[src/pkg/cix_regs.svh]
// constants of the increment, trap, or, special page and call execution group
// assumes a 14-bit instruction word and a 10-bit program counter
// Functional notes
// [RQ1] increment a data register 0..63, result to working register or back by dest bit
// [RQ2] zero result of increment-skip discards prefetched word, runs a nop, two cycles
// [RQ3] software trap pushes program counter plus one onto the call stack first
// [RQ4] software trap then loads vector 0x001 into all ten bits; three cycles in all
// [RQ5] or working register with data register, route by dest bit, zero flag, one cycle
// [RQ6] or working register with 8-bit constant into working register, zero flag, one cycle
// [RQ7] copy special register 0..15 into working register in one cycle, flags kept
// [RQ8] load special register 0..15 from working register in one cycle, flags kept
// [RQ9] long call pushes program counter plus one, bumps stack pointer, loads target, two cycles
// [RQ10] zero flag set when the 8-bit result is zero, updated with the result
`ifndef CIX_REGS_SVH
`define CIX_REGS_SVH

// =====================================================================
// widths
`define CIX_INSTR_W 14
`define CIX_PC_W 10
`define CIX_DATA_W 8
`define CIX_NUM_DATA 64
`define CIX_NUM_SPECIAL 16

// =====================================================================
// instruction field positions
`define CIX_CLS_MSB 13
`define CIX_CLS_LSB 10
`define CIX_CALL_MSB 13
`define CIX_CALL_LSB 12
`define CIX_DEST_BIT 6
`define CIX_REG_MSB 5
`define CIX_IMM_MSB 7
`define CIX_IDX_MSB 3
`define CIX_TGT_MSB 9

// =====================================================================
// opcode classes
`define CIX_CLS_INC 4'h1
`define CIX_CLS_ORR 4'h2
`define CIX_CLS_ORI 4'h3
`define CIX_CLS_RDS 4'h4
`define CIX_CLS_WRS 4'h5
`define CIX_CLS_TRAP 4'h6
`define CIX_CALL_TAG 2'h2

// =====================================================================
// reset values and timing counts
`define CIX_RESET_PC 10'h000
`define CIX_TRAP_VECTOR 10'h001
`define CIX_TRAP_CYCLES 3
`define CIX_CALL_CYCLES 2
`define CIX_SKIP_CYCLES 2

`endif

[src/pkg/cix_pkg.sv]
// types shared by the execution group
// assumes the constants header is included by the users
`default_nettype none

package cix_pkg;

    // =================================================================
    // decoded operation
    typedef enum logic [2:0] {
        cix_op_nop = 3'h0,
        cix_op_inc = 3'h1,
        cix_op_orr = 3'h2,
        cix_op_ori = 3'h3,
        cix_op_rds = 3'h4,
        cix_op_wrs = 3'h5,
        cix_op_trap = 3'h6,
        cix_op_call = 3'h7
    } cix_op_t;

    // =================================================================
    // sequencer states, gray along the exec-skip path and from trap1 back to exec
    typedef enum logic [2:0] {
        cix_exec = 3'b000,
        cix_skip = 3'b001,
        cix_trap1 = 3'b011,
        cix_trap2 = 3'b010,
        cix_call2 = 3'b110
    } cix_fsm_t;

endpackage

`default_nettype wire

[src/hdl/cix_core.sv]
// execution core for increment-skip, trap, or, special page and long call
// assumes program memory outside returns the word at pc combinationally
`timescale 1ns/1ps
`include "cix_regs.svh"
`default_nettype none

module cix_core #(
    parameter int STACK_DEPTH = 4
) (
    input wire logic clock, // 250 MHz core clock
    input wire logic rst_n, // synchronous reset, active low
    input wire logic [`CIX_INSTR_W-1:0] instr_word, // word fetched at pc
    input wire logic data_load_en, // preload strobe for data registers
    input wire logic [5:0] data_load_addr, // preload address
    input wire logic [`CIX_DATA_W-1:0] data_load_val, // preload value
    input wire logic [5:0] data_peek_addr, // observation address
    output logic [`CIX_DATA_W-1:0] data_peek_val, // data register at peek address
    output logic [`CIX_PC_W-1:0] pc, // program counter
    output logic [`CIX_DATA_W-1:0] working_register, // accumulator
    output logic zero_flag, // status zero flag
    output logic [$clog2(STACK_DEPTH)-1:0] stack_ptr, // next free stack slot
    output logic [`CIX_PC_W-1:0] stack_top, // last pushed address
    output logic [`CIX_NUM_SPECIAL*`CIX_DATA_W-1:0] special_page, // flat special page
    output logic busy // sequencer outside exec state
);

    localparam int SPW = $clog2(STACK_DEPTH);

    // =================================================================
    // state record
    typedef struct packed {
        cix_pkg::cix_fsm_t fsm;
        logic [`CIX_PC_W-1:0] pc;
        logic [`CIX_PC_W-1:0] target;
        logic [`CIX_DATA_W-1:0] wreg;
        logic zf;
        logic [SPW-1:0] sp;
        logic [STACK_DEPTH-1:0][`CIX_PC_W-1:0] stack;
        logic [`CIX_NUM_DATA-1:0][`CIX_DATA_W-1:0] data;
        logic [`CIX_NUM_SPECIAL-1:0][`CIX_DATA_W-1:0] special;
    } cix_state_t;

    cix_state_t s_r;
    cix_state_t s_nxt;

    // =================================================================
    // decode
    function automatic cix_pkg::cix_op_t cix_decode(input logic [`CIX_INSTR_W-1:0] w);
        cix_pkg::cix_op_t o;
        o = cix_pkg::cix_op_nop;
        if (w[`CIX_CALL_MSB:`CIX_CALL_LSB] == `CIX_CALL_TAG)
            o = cix_pkg::cix_op_call;
        else if (w[`CIX_CLS_MSB:`CIX_CLS_LSB] == `CIX_CLS_INC)
            o = cix_pkg::cix_op_inc;
        else if (w[`CIX_CLS_MSB:`CIX_CLS_LSB] == `CIX_CLS_ORR)
            o = cix_pkg::cix_op_orr;
        else if (w[`CIX_CLS_MSB:`CIX_CLS_LSB] == `CIX_CLS_ORI)
            o = cix_pkg::cix_op_ori;
        else if (w[`CIX_CLS_MSB:`CIX_CLS_LSB] == `CIX_CLS_RDS)
            o = cix_pkg::cix_op_rds;
        else if (w[`CIX_CLS_MSB:`CIX_CLS_LSB] == `CIX_CLS_WRS)
            o = cix_pkg::cix_op_wrs;
        else if (w[`CIX_CLS_MSB:`CIX_CLS_LSB] == `CIX_CLS_TRAP)
            o = cix_pkg::cix_op_trap;
        return o;
    endfunction

    // operand fields and results
    cix_pkg::cix_op_t op;
    logic [5:0] reg_addr;
    logic [3:0] sp_idx;
    logic dest_reg;
    logic exec_now;
    logic [`CIX_DATA_W-1:0] inc_sum;
    logic [`CIX_DATA_W-1:0] or_reg_val;
    logic [`CIX_DATA_W-1:0] or_imm_val;
    logic [`CIX_PC_W-1:0] pc_inc;

    assign op = cix_decode(instr_word);
    assign reg_addr = instr_word[`CIX_REG_MSB:0];
    assign sp_idx = instr_word[`CIX_IDX_MSB:0];
    assign dest_reg = instr_word[`CIX_DEST_BIT];
    assign exec_now = (s_r.fsm == cix_pkg::cix_exec);
    assign inc_sum = s_r.data[reg_addr] + 8'h01; // [RQ1]
    assign or_reg_val = s_r.wreg | s_r.data[reg_addr]; // [RQ5]
    assign or_imm_val = s_r.wreg | instr_word[`CIX_IMM_MSB:0]; // [RQ6]
    assign pc_inc = s_r.pc + 10'h001;

    // =================================================================
    // next state
    always_comb
    begin
        s_nxt = s_r;
        if (data_load_en)
            s_nxt.data[data_load_addr] = data_load_val;
        case (s_r.fsm)
            cix_pkg::cix_exec:
            begin
                s_nxt.pc = pc_inc;
                case (op)
                    cix_pkg::cix_op_inc:
                    begin
                        // sum to working register or back to the data register
                        if (dest_reg)
                            s_nxt.data[reg_addr] = inc_sum; // [RQ1]
                        else
                            s_nxt.wreg = inc_sum; // [RQ1]
                        // zero sum kills the prefetched word
                        if (inc_sum == 8'h00)
                            s_nxt.fsm = cix_pkg::cix_skip; // [RQ2]
                    end
                    cix_pkg::cix_op_orr:
                    begin
                        if (dest_reg)
                            s_nxt.data[reg_addr] = or_reg_val; // [RQ5]
                        else
                            s_nxt.wreg = or_reg_val; // [RQ5]
                        s_nxt.zf = (or_reg_val == 8'h00); // [RQ10]
                    end
                    cix_pkg::cix_op_ori:
                    begin
                        s_nxt.wreg = or_imm_val; // [RQ6]
                        s_nxt.zf = (or_imm_val == 8'h00); // [RQ10]
                    end
                    cix_pkg::cix_op_rds:
                    begin
                        s_nxt.wreg = s_r.special[sp_idx]; // [RQ7]
                    end
                    cix_pkg::cix_op_wrs:
                    begin
                        s_nxt.special[sp_idx] = s_r.wreg; // [RQ8]
                    end
                    cix_pkg::cix_op_trap:
                    begin
                        // push return address, hold pc until the vector load
                        s_nxt.stack[s_r.sp] = pc_inc; // [RQ3]
                        s_nxt.sp = s_r.sp + 1'b1; // [RQ3]
                        s_nxt.pc = s_r.pc;
                        s_nxt.fsm = cix_pkg::cix_trap1; // [RQ4]
                    end
                    cix_pkg::cix_op_call:
                    begin
                        s_nxt.stack[s_r.sp] = pc_inc; // [RQ9]
                        s_nxt.sp = s_r.sp + 1'b1; // [RQ9]
                        s_nxt.target = instr_word[`CIX_TGT_MSB:0]; // [RQ9]
                        s_nxt.pc = s_r.pc;
                        s_nxt.fsm = cix_pkg::cix_call2; // [RQ9]
                    end
                    default:
                    begin
                        s_nxt.pc = pc_inc;
                    end
                endcase
            end
            cix_pkg::cix_skip:
            begin
                // discarded word runs as a nop
                s_nxt.pc = pc_inc; // [RQ2]
                s_nxt.fsm = cix_pkg::cix_exec;
            end
            cix_pkg::cix_trap1:
            begin
                s_nxt.fsm = cix_pkg::cix_trap2; // [RQ4]
            end
            cix_pkg::cix_trap2:
            begin
                s_nxt.pc = `CIX_TRAP_VECTOR; // [RQ4]
                s_nxt.fsm = cix_pkg::cix_exec;
            end
            cix_pkg::cix_call2:
            begin
                s_nxt.pc = s_r.target; // [RQ9]
                s_nxt.fsm = cix_pkg::cix_exec;
            end
            default:
            begin
                s_nxt.fsm = cix_pkg::cix_exec;
            end
        endcase
    end

    // state register
    always_ff @(posedge clock)
    begin
        if (!rst_n)
        begin
            s_r <= '0;
            s_r.pc <= `CIX_RESET_PC;
            s_r.fsm <= cix_pkg::cix_exec;
        end
        else
            s_r <= s_nxt;
    end

    // outputs straight from state
    assign pc = s_r.pc;
    assign working_register = s_r.wreg;
    assign zero_flag = s_r.zf;
    assign stack_ptr = s_r.sp;
    assign stack_top = s_r.stack[s_r.sp - 1'b1];
    assign special_page = s_r.special;
    assign data_peek_val = s_r.data[data_peek_addr];
    assign busy = !exec_now;

    logic do_inc;
    logic do_orr;
    logic do_ori;
    logic do_rds;
    logic do_wrs;
    logic do_trap;
    logic do_call;
    assign do_inc = exec_now && op == cix_pkg::cix_op_inc && !data_load_en;
    assign do_orr = exec_now && op == cix_pkg::cix_op_orr && !data_load_en;
    assign do_ori = exec_now && op == cix_pkg::cix_op_ori;
    assign do_rds = exec_now && op == cix_pkg::cix_op_rds;
    assign do_wrs = exec_now && op == cix_pkg::cix_op_wrs;
    assign do_trap = exec_now && op == cix_pkg::cix_op_trap;
    assign do_call = exec_now && op == cix_pkg::cix_op_call;
endmodule

`default_nettype wire

[config.mk]
export PLATFORM = sky130hd
export DESIGN_NAME = cix_core
export DESIGN_NICKNAME = d
export VERILOG_FILES = /design/src/pkg/cix_pkg.sv /design/src/hdl/cix_core.sv
export VERILOG_INCLUDE_DIRS = /design/src /design/src/pkg
export SDC_FILE = /design/constraint.sdc
export NUM_CORES = 2
export LEC_CHECK = 0
export BUFFER_PORTS_ARGS = -buffer_cell sky130_fd_sc_hd__buf_4
export CORE_ASPECT_RATIO = 1.1
export CORE_UTILIZATION = 34
export CTS_CLUSTER_SIZE = 40
export DETAILED_ROUTE_END_ITERATION = 7
export GPL_TIMING_DRIVEN = 0
export PLACE_DENSITY = 0.55
export SETUP_SLACK_MARGIN = 0.02
export SYNTH_ARGS = -nofsm -noshare
export SYNTH_HDL_FRONTEND = slang
export SYNTH_SLANG_ARGS = --single-unit
export TNS_END_PERCENT = 20
[constraint.sdc]
create_clock -name clock -period 4.8 [get_ports clock]
set_clock_uncertainty 0.2 [all_clocks]
set_input_delay 0.96 -clock clock [delete_from_list [all_inputs] [get_ports clock]]
set_output_delay 0.96 -clock clock [all_outputs]
set_load 0.01 [all_outputs]
---- Word-level counts from Yosys, hierarchy flattened ----
Index checks and enable logic that the tools add are counted.
cells by class
  bitwise gates (word level) .............. 2
  reductions and logical operators ........ 20
  add/subtract/negate cells ............... 4
  equality and inequality tests ........... 23
  magnitude comparators ................... 10
  multiplexer cells ....................... 43
operators with widths
  operator            number
  $bwmux 512          3
  $mux 512            3
  $pmux 512 s2        1
  $mux 640            1
  $bwmux 128          1
  $mux 128            1
  $bmux 8 s6          2
  $demux 8 s6         2
  $mux 8              8
  $bwmux 40           1
  $pmux 10 s4         1
  $bmux 8 s4          1
  $demux 8 s4         1
  $pmux 8 s4          1
  $mux 10             3
  $logic_not 8->1     3
  $mux 3              8
  $lt 6x7->1 const B  3
  $bmux 10 s2         1
  $demux 10 s2        1
  $or 8x8->8          2
  $eq 3x3->1 const B  5
  $eq 3x2->1 const B  4
  $eq 4x3->1 const B  3
  27 further kinds    42
storage, ports and cells
  flip-flop bits (word level) ............. 714
  output and inout port bits .............. 168
  input bits .............................. 37
  word-level logic and storage cells ...... 192

---- Depth between registers and ports, before layout ----
  depth after elaboration ................. 12
  mapped depth ............................ 18
  mapped depth without buffers ............ 12

---- Worst setup path before layout ----
Ideal clock, no wire load.
  kind .................................... in2out
  start point ............................. in data_peek_addr[0]
  end point ............................... out data_peek_val[0]
  data required time ...................... 3.640 ns
  stages .................................. 5
  buffers on the path ..................... 2
  arrival time ............................ 3.518 ns
  path slack .............................. 0.122 ns
  cell sequence ........................... clkbuf_1 > buf_1 > mux4_2 > mux4_2 > mux4_2
between the ends
  cells in the longest elaborated chain, start to end .. 2
ends and longest elaborated chain
  element                       line             text
  from (decl)                   cix_core.sv:16   input wire logic [5:0] data_peek_addr,
  $bmux 8 s6                    cix_core.sv:202  assign data_peek_val = s_r.data[data_peek_addr];
  $mux 8 (not written as such)  cix_core.sv:202
  to (decl)                     cix_core.sv:17   output logic [`CIX_DATA_W-1:0] data_peek_val,
Every way passes these cells. The select of a mux whose other input is x is not followed.

---- Worst setup path after layout ----
  start point ............................. in instr_word[6]
  end point ............................... reg s_r[190] (netlist name)
between the ends
  cells in the longest elaborated chain, start to end .. 3
  elaborated cells on any way between the ends .. 4
  classes of those cells .................. mux (4)
ends and longest elaborated chain
  element                             line                              text
  from (decl)                         cix_core.sv:12                    input wire logic [`CIX_INSTR_W-1:0] instr_word,
  $mux 512, on equally long branches  cix_core.sv:114, cix_core.sv:104
  $pmux 512 s2 (*)                    cix_core.sv:100                   case (op)
  $mux 640 (*)                        cix_core.sv:96                    case (s_r.fsm)
  to (signal assigned)                cix_core.sv:192                   s_r <= s_nxt;
  to (decl)                           cix_core.sv:43                    cix_state_t s_r;
Every way passes the cells marked *; elsewhere a longest branch is shown, timed or not.
A chain may end at the register's enable or synchronous reset.

==> results_dict.tcl <==
set metrics [dict create \
    min_path_cells 2 \
    synth_edf_count 0 \
    ant_nets 0 \
    die-area_um2 140000 \
    tns_ns -5.08 \
    layout_min_cycle_time_ns 5.08 \
    drt_wl_total_um 275000 \
    ys_warn_count 0 \
    async_flop_share 0 \
    end_kind "flip-flop" \
    place.gp.congestion 1.05 \
    rrSetupSlack_ns -0.23 \
    drc 11 \
    maxCapViolCount 7 \
    setup_ws_ns -0.276 \
    cp-startpoint "instr_word[6]" \
    via_count 48973 \
    synth.area.top_cells "dfxtp_1 30%, mux4_2 17%, mux2i_1 7.9%, a21oi_1 4.9%, nor2_1 4.0%" \
    netlist.area_leader.share 0.304 \
    final_common_cell "dfxtp_1" \
    fin_util 0.403 \
    synth_cell_type_count 69 \
    cp_common_cell "clkbuf_1" \
    crit_fanout 10 \
    pwr-share-comb 0.133 \
    violations "DRC, capacitance limit, slew limit, setup timing" \
    track_usage 0.383 \
    grt_pass1_vias 46021 \
    port_buffers 188 \
    die-width_um 356 \
    num_rows 142 \
    r2r_end "s_r[190]" \
    grt_overflow_total 0 \
    critPathKind "in2reg" \
    cp.required_ns 5.15 \
    firstDrtPassIters 8 \
    relSlewSlack -0.110 \
    cts_sinks 714 \
    cts_tree "done" \
    synthToLayoutAreaGrowth_pct 17.4 \
    layout_common_cells "714 x dfxtp_1, 461 x a21oi_1, 444 x nor2_1, 429 x nand2_1, 380 x buf_4" \
    p_per_area_nw_per_um2 286 \
    slew_viol_final 33 \
    cts_made_buffers 89 \
    dpl.cell_count 7181 \
    total_power_mw 15.7 \
    drtIter0Drc 7059 \
    dp_hpwl_um 211000 \
    timing.final.crit_share 1.06 \
    cts-root-buf "clkbuf_16" \
    syn_area_um2 46900 \
    power_frac_clock 0.482 \
    final_layout_size_suffix_gt1_frac 0.238 \
    cp.arrival_ns 5.43 \
    min_from "s_r[695]" \
    nets 5530 \
    fp.dieH_um 392 \
    clock_latency_ns 0.76 \
    drt-vias-per-instance 6.64 \
    finalSetupViolCount 65 \
    reg2reg_from "s_r[711]" \
    finalNonFillerCells 7372 \
    peakVddDrop_uv 210 \
    yosysSeqAreaShare 0.304 \
    initial_utilization 0.344 \
    synth_nets 5228 \
    crit_slowest_cell "clkbuf_1" \
    critPathMaxStageDelay_ns 1.01 \
    grt_max_degree 13 \
    use_met1 0.460 \
    status "finished, violations left" \
    path_clk_slew_ns 0.06 \
    clk_path_buf_depth 3 \
    swShare 0.301 \
    worst_pin_slew_ns 1.66 \
    timing_hold_violations_final 0 \
    timing.hold.ws_ns 0.262 \
    core_area_um2 137000 \
    syn_avg_cell_area_um2 9.06 \
    rr_worst_depth 8 \
    hp-class "reg2reg" \
    grt_use_met2 0.576 \
    grt-busiest-layer "met2" \
    wl_per_cell_um 37.3 \
    crit_chain "clkbuf_1 -> and2_1 -> clkbuf_1 -> nand2_1 -> clkbuf_1 -> clkbuf_1 -> clkbuf_1 -> a221oi_1" \
    p_leak_nw 19.5 \
    crit_end "s_r[190]" \
    holdBufCountCts 0 \
    synth_flop_cell "dfxtp_1" \
    p_int_mw 11.0 \
    antenna_found_initial 17 \
    switching_power_mw 4.75 \
    synthCells 5184 \
    io_pins 205 \
    rsz0062_at_grt "true" \
    grt_use_met3 0.104 \
    grt_pass1_wl_um 373000 \
    h-tree-depth 3 \
    start_kind "input pin" \
    ys_seq_elements 714 \
    seqPwrFrac 0.386 \
    fmax_mhz 197 \
    yosys.area.top_type "dfxtp_1" \
]
final cells by class:
class	instances	area, um^2
clock inverters	40	578
flip-flops and latches	714	14300
diodes	13	32.5
plain buffers	647	3720
repair buffers	214	1720
well taps	1800	2250
fillers	13713	81500
clock buffers	124	2560
multi-input cells	3804	29900
inverters	16	60.1
synth_stat cells (49+ instances only):
cell	instances
a211oi_1	251
a21oi_1	463
a221oi_1	94
and3_1	49
buf_1	49
buf_2	56
buf_4	176
clkbuf_1	355
dfxtp_1	714
mux2_2	135
mux2i_1	372
mux4_2	346
nand2_1	451
nand3_1	225
nor2_1	505
nor2b_1	53
o21ai_0	310
o22a_1	51
flip-flops by register name, indices dropped and copies added (netlist names):
| signal | flops |
|---|---|
| working_register | 8 |
| s_r | 565 |
| special_page | 128 |
| stack_ptr | 2 |
| pc | 10 |
| zero_flag | 1 |
cells by family (layout without fill, tap and decap cells):
kind of cell / count (synthesis) / in the layout / share of synthesized area
adders and majority gates: 7 / 7 / 0.00187
AOI/OAI and AO/OA: 1513 / 1513 / 0.209
other: 0 / 13 / 0
and+or+nand+nor: 1415 / 1415 / 0.132
buffers and inverters: 666 / 1041 / 0.0714
DFF: 714 / 714 / 0.304
muxes: 854 / 854 / 0.278
xor gates and xnor gates: 15 / 15 / 0.00296
what timing repair did:
| item | in CTS | in global routing |
|---|---|---|
| pin swaps | 7 | 2 |
| buffers inserted | 15 | 1 |
| endpoints found under the setup margin | 589 | 402 |
| gates resized for setup | 252 | 77 |
per-layer routing:
layer / vias to the layer above / wire length (um) / part of all wire
met5: - / 127 / 0.00046
met4: 20 / 24800 / 0.090
met3: 973 / 30200 / 0.11
met2: 3633 / 119000 / 0.43
met1: 24255 / 101000 / 0.37
li1: 20092 / - / -
power groups by stage:
stage	clock [mW]	sequential, mW	combinational [mW]
after global placement	0	6.20	1.92
final	7.59	6.07	2.09
after CTS	7.55	6.07	1.98
after global routing	7.76	6.08	2.10
after floorplan	0	6.17	1.05
after detailed placement	0	6.20	1.93
worst max-delay path: cells and delay by family:
family	cells	cell delay (ns)
simple gates	2	0.88
buf+inv	5	3.31
compound gates	1	0.22
metrics by stage:
stage | setup WS [ns] | instance area (um^2)
floorplan | 0.122 | 46900
global placement | -3.13 | 50600
detailed placement | -2.54 | 50800
CTS | -0.0606 | 54800
global route | -0.100 | 55100
finish | -0.276 | 55100
worst min path at each step:
stage / slack, ns / endpoint
floorplan: 0.23 / s_r[691]
global placement: 0.25 / s_r[695]
detailed placement: 0.26 / s_r[695]
CTS: 0.26 / s_r[700]
global route: 0.29 / s_r[697]
finish: 0.26 / s_r[695]
Note: power is estimated with default switching activity, not from simulation.
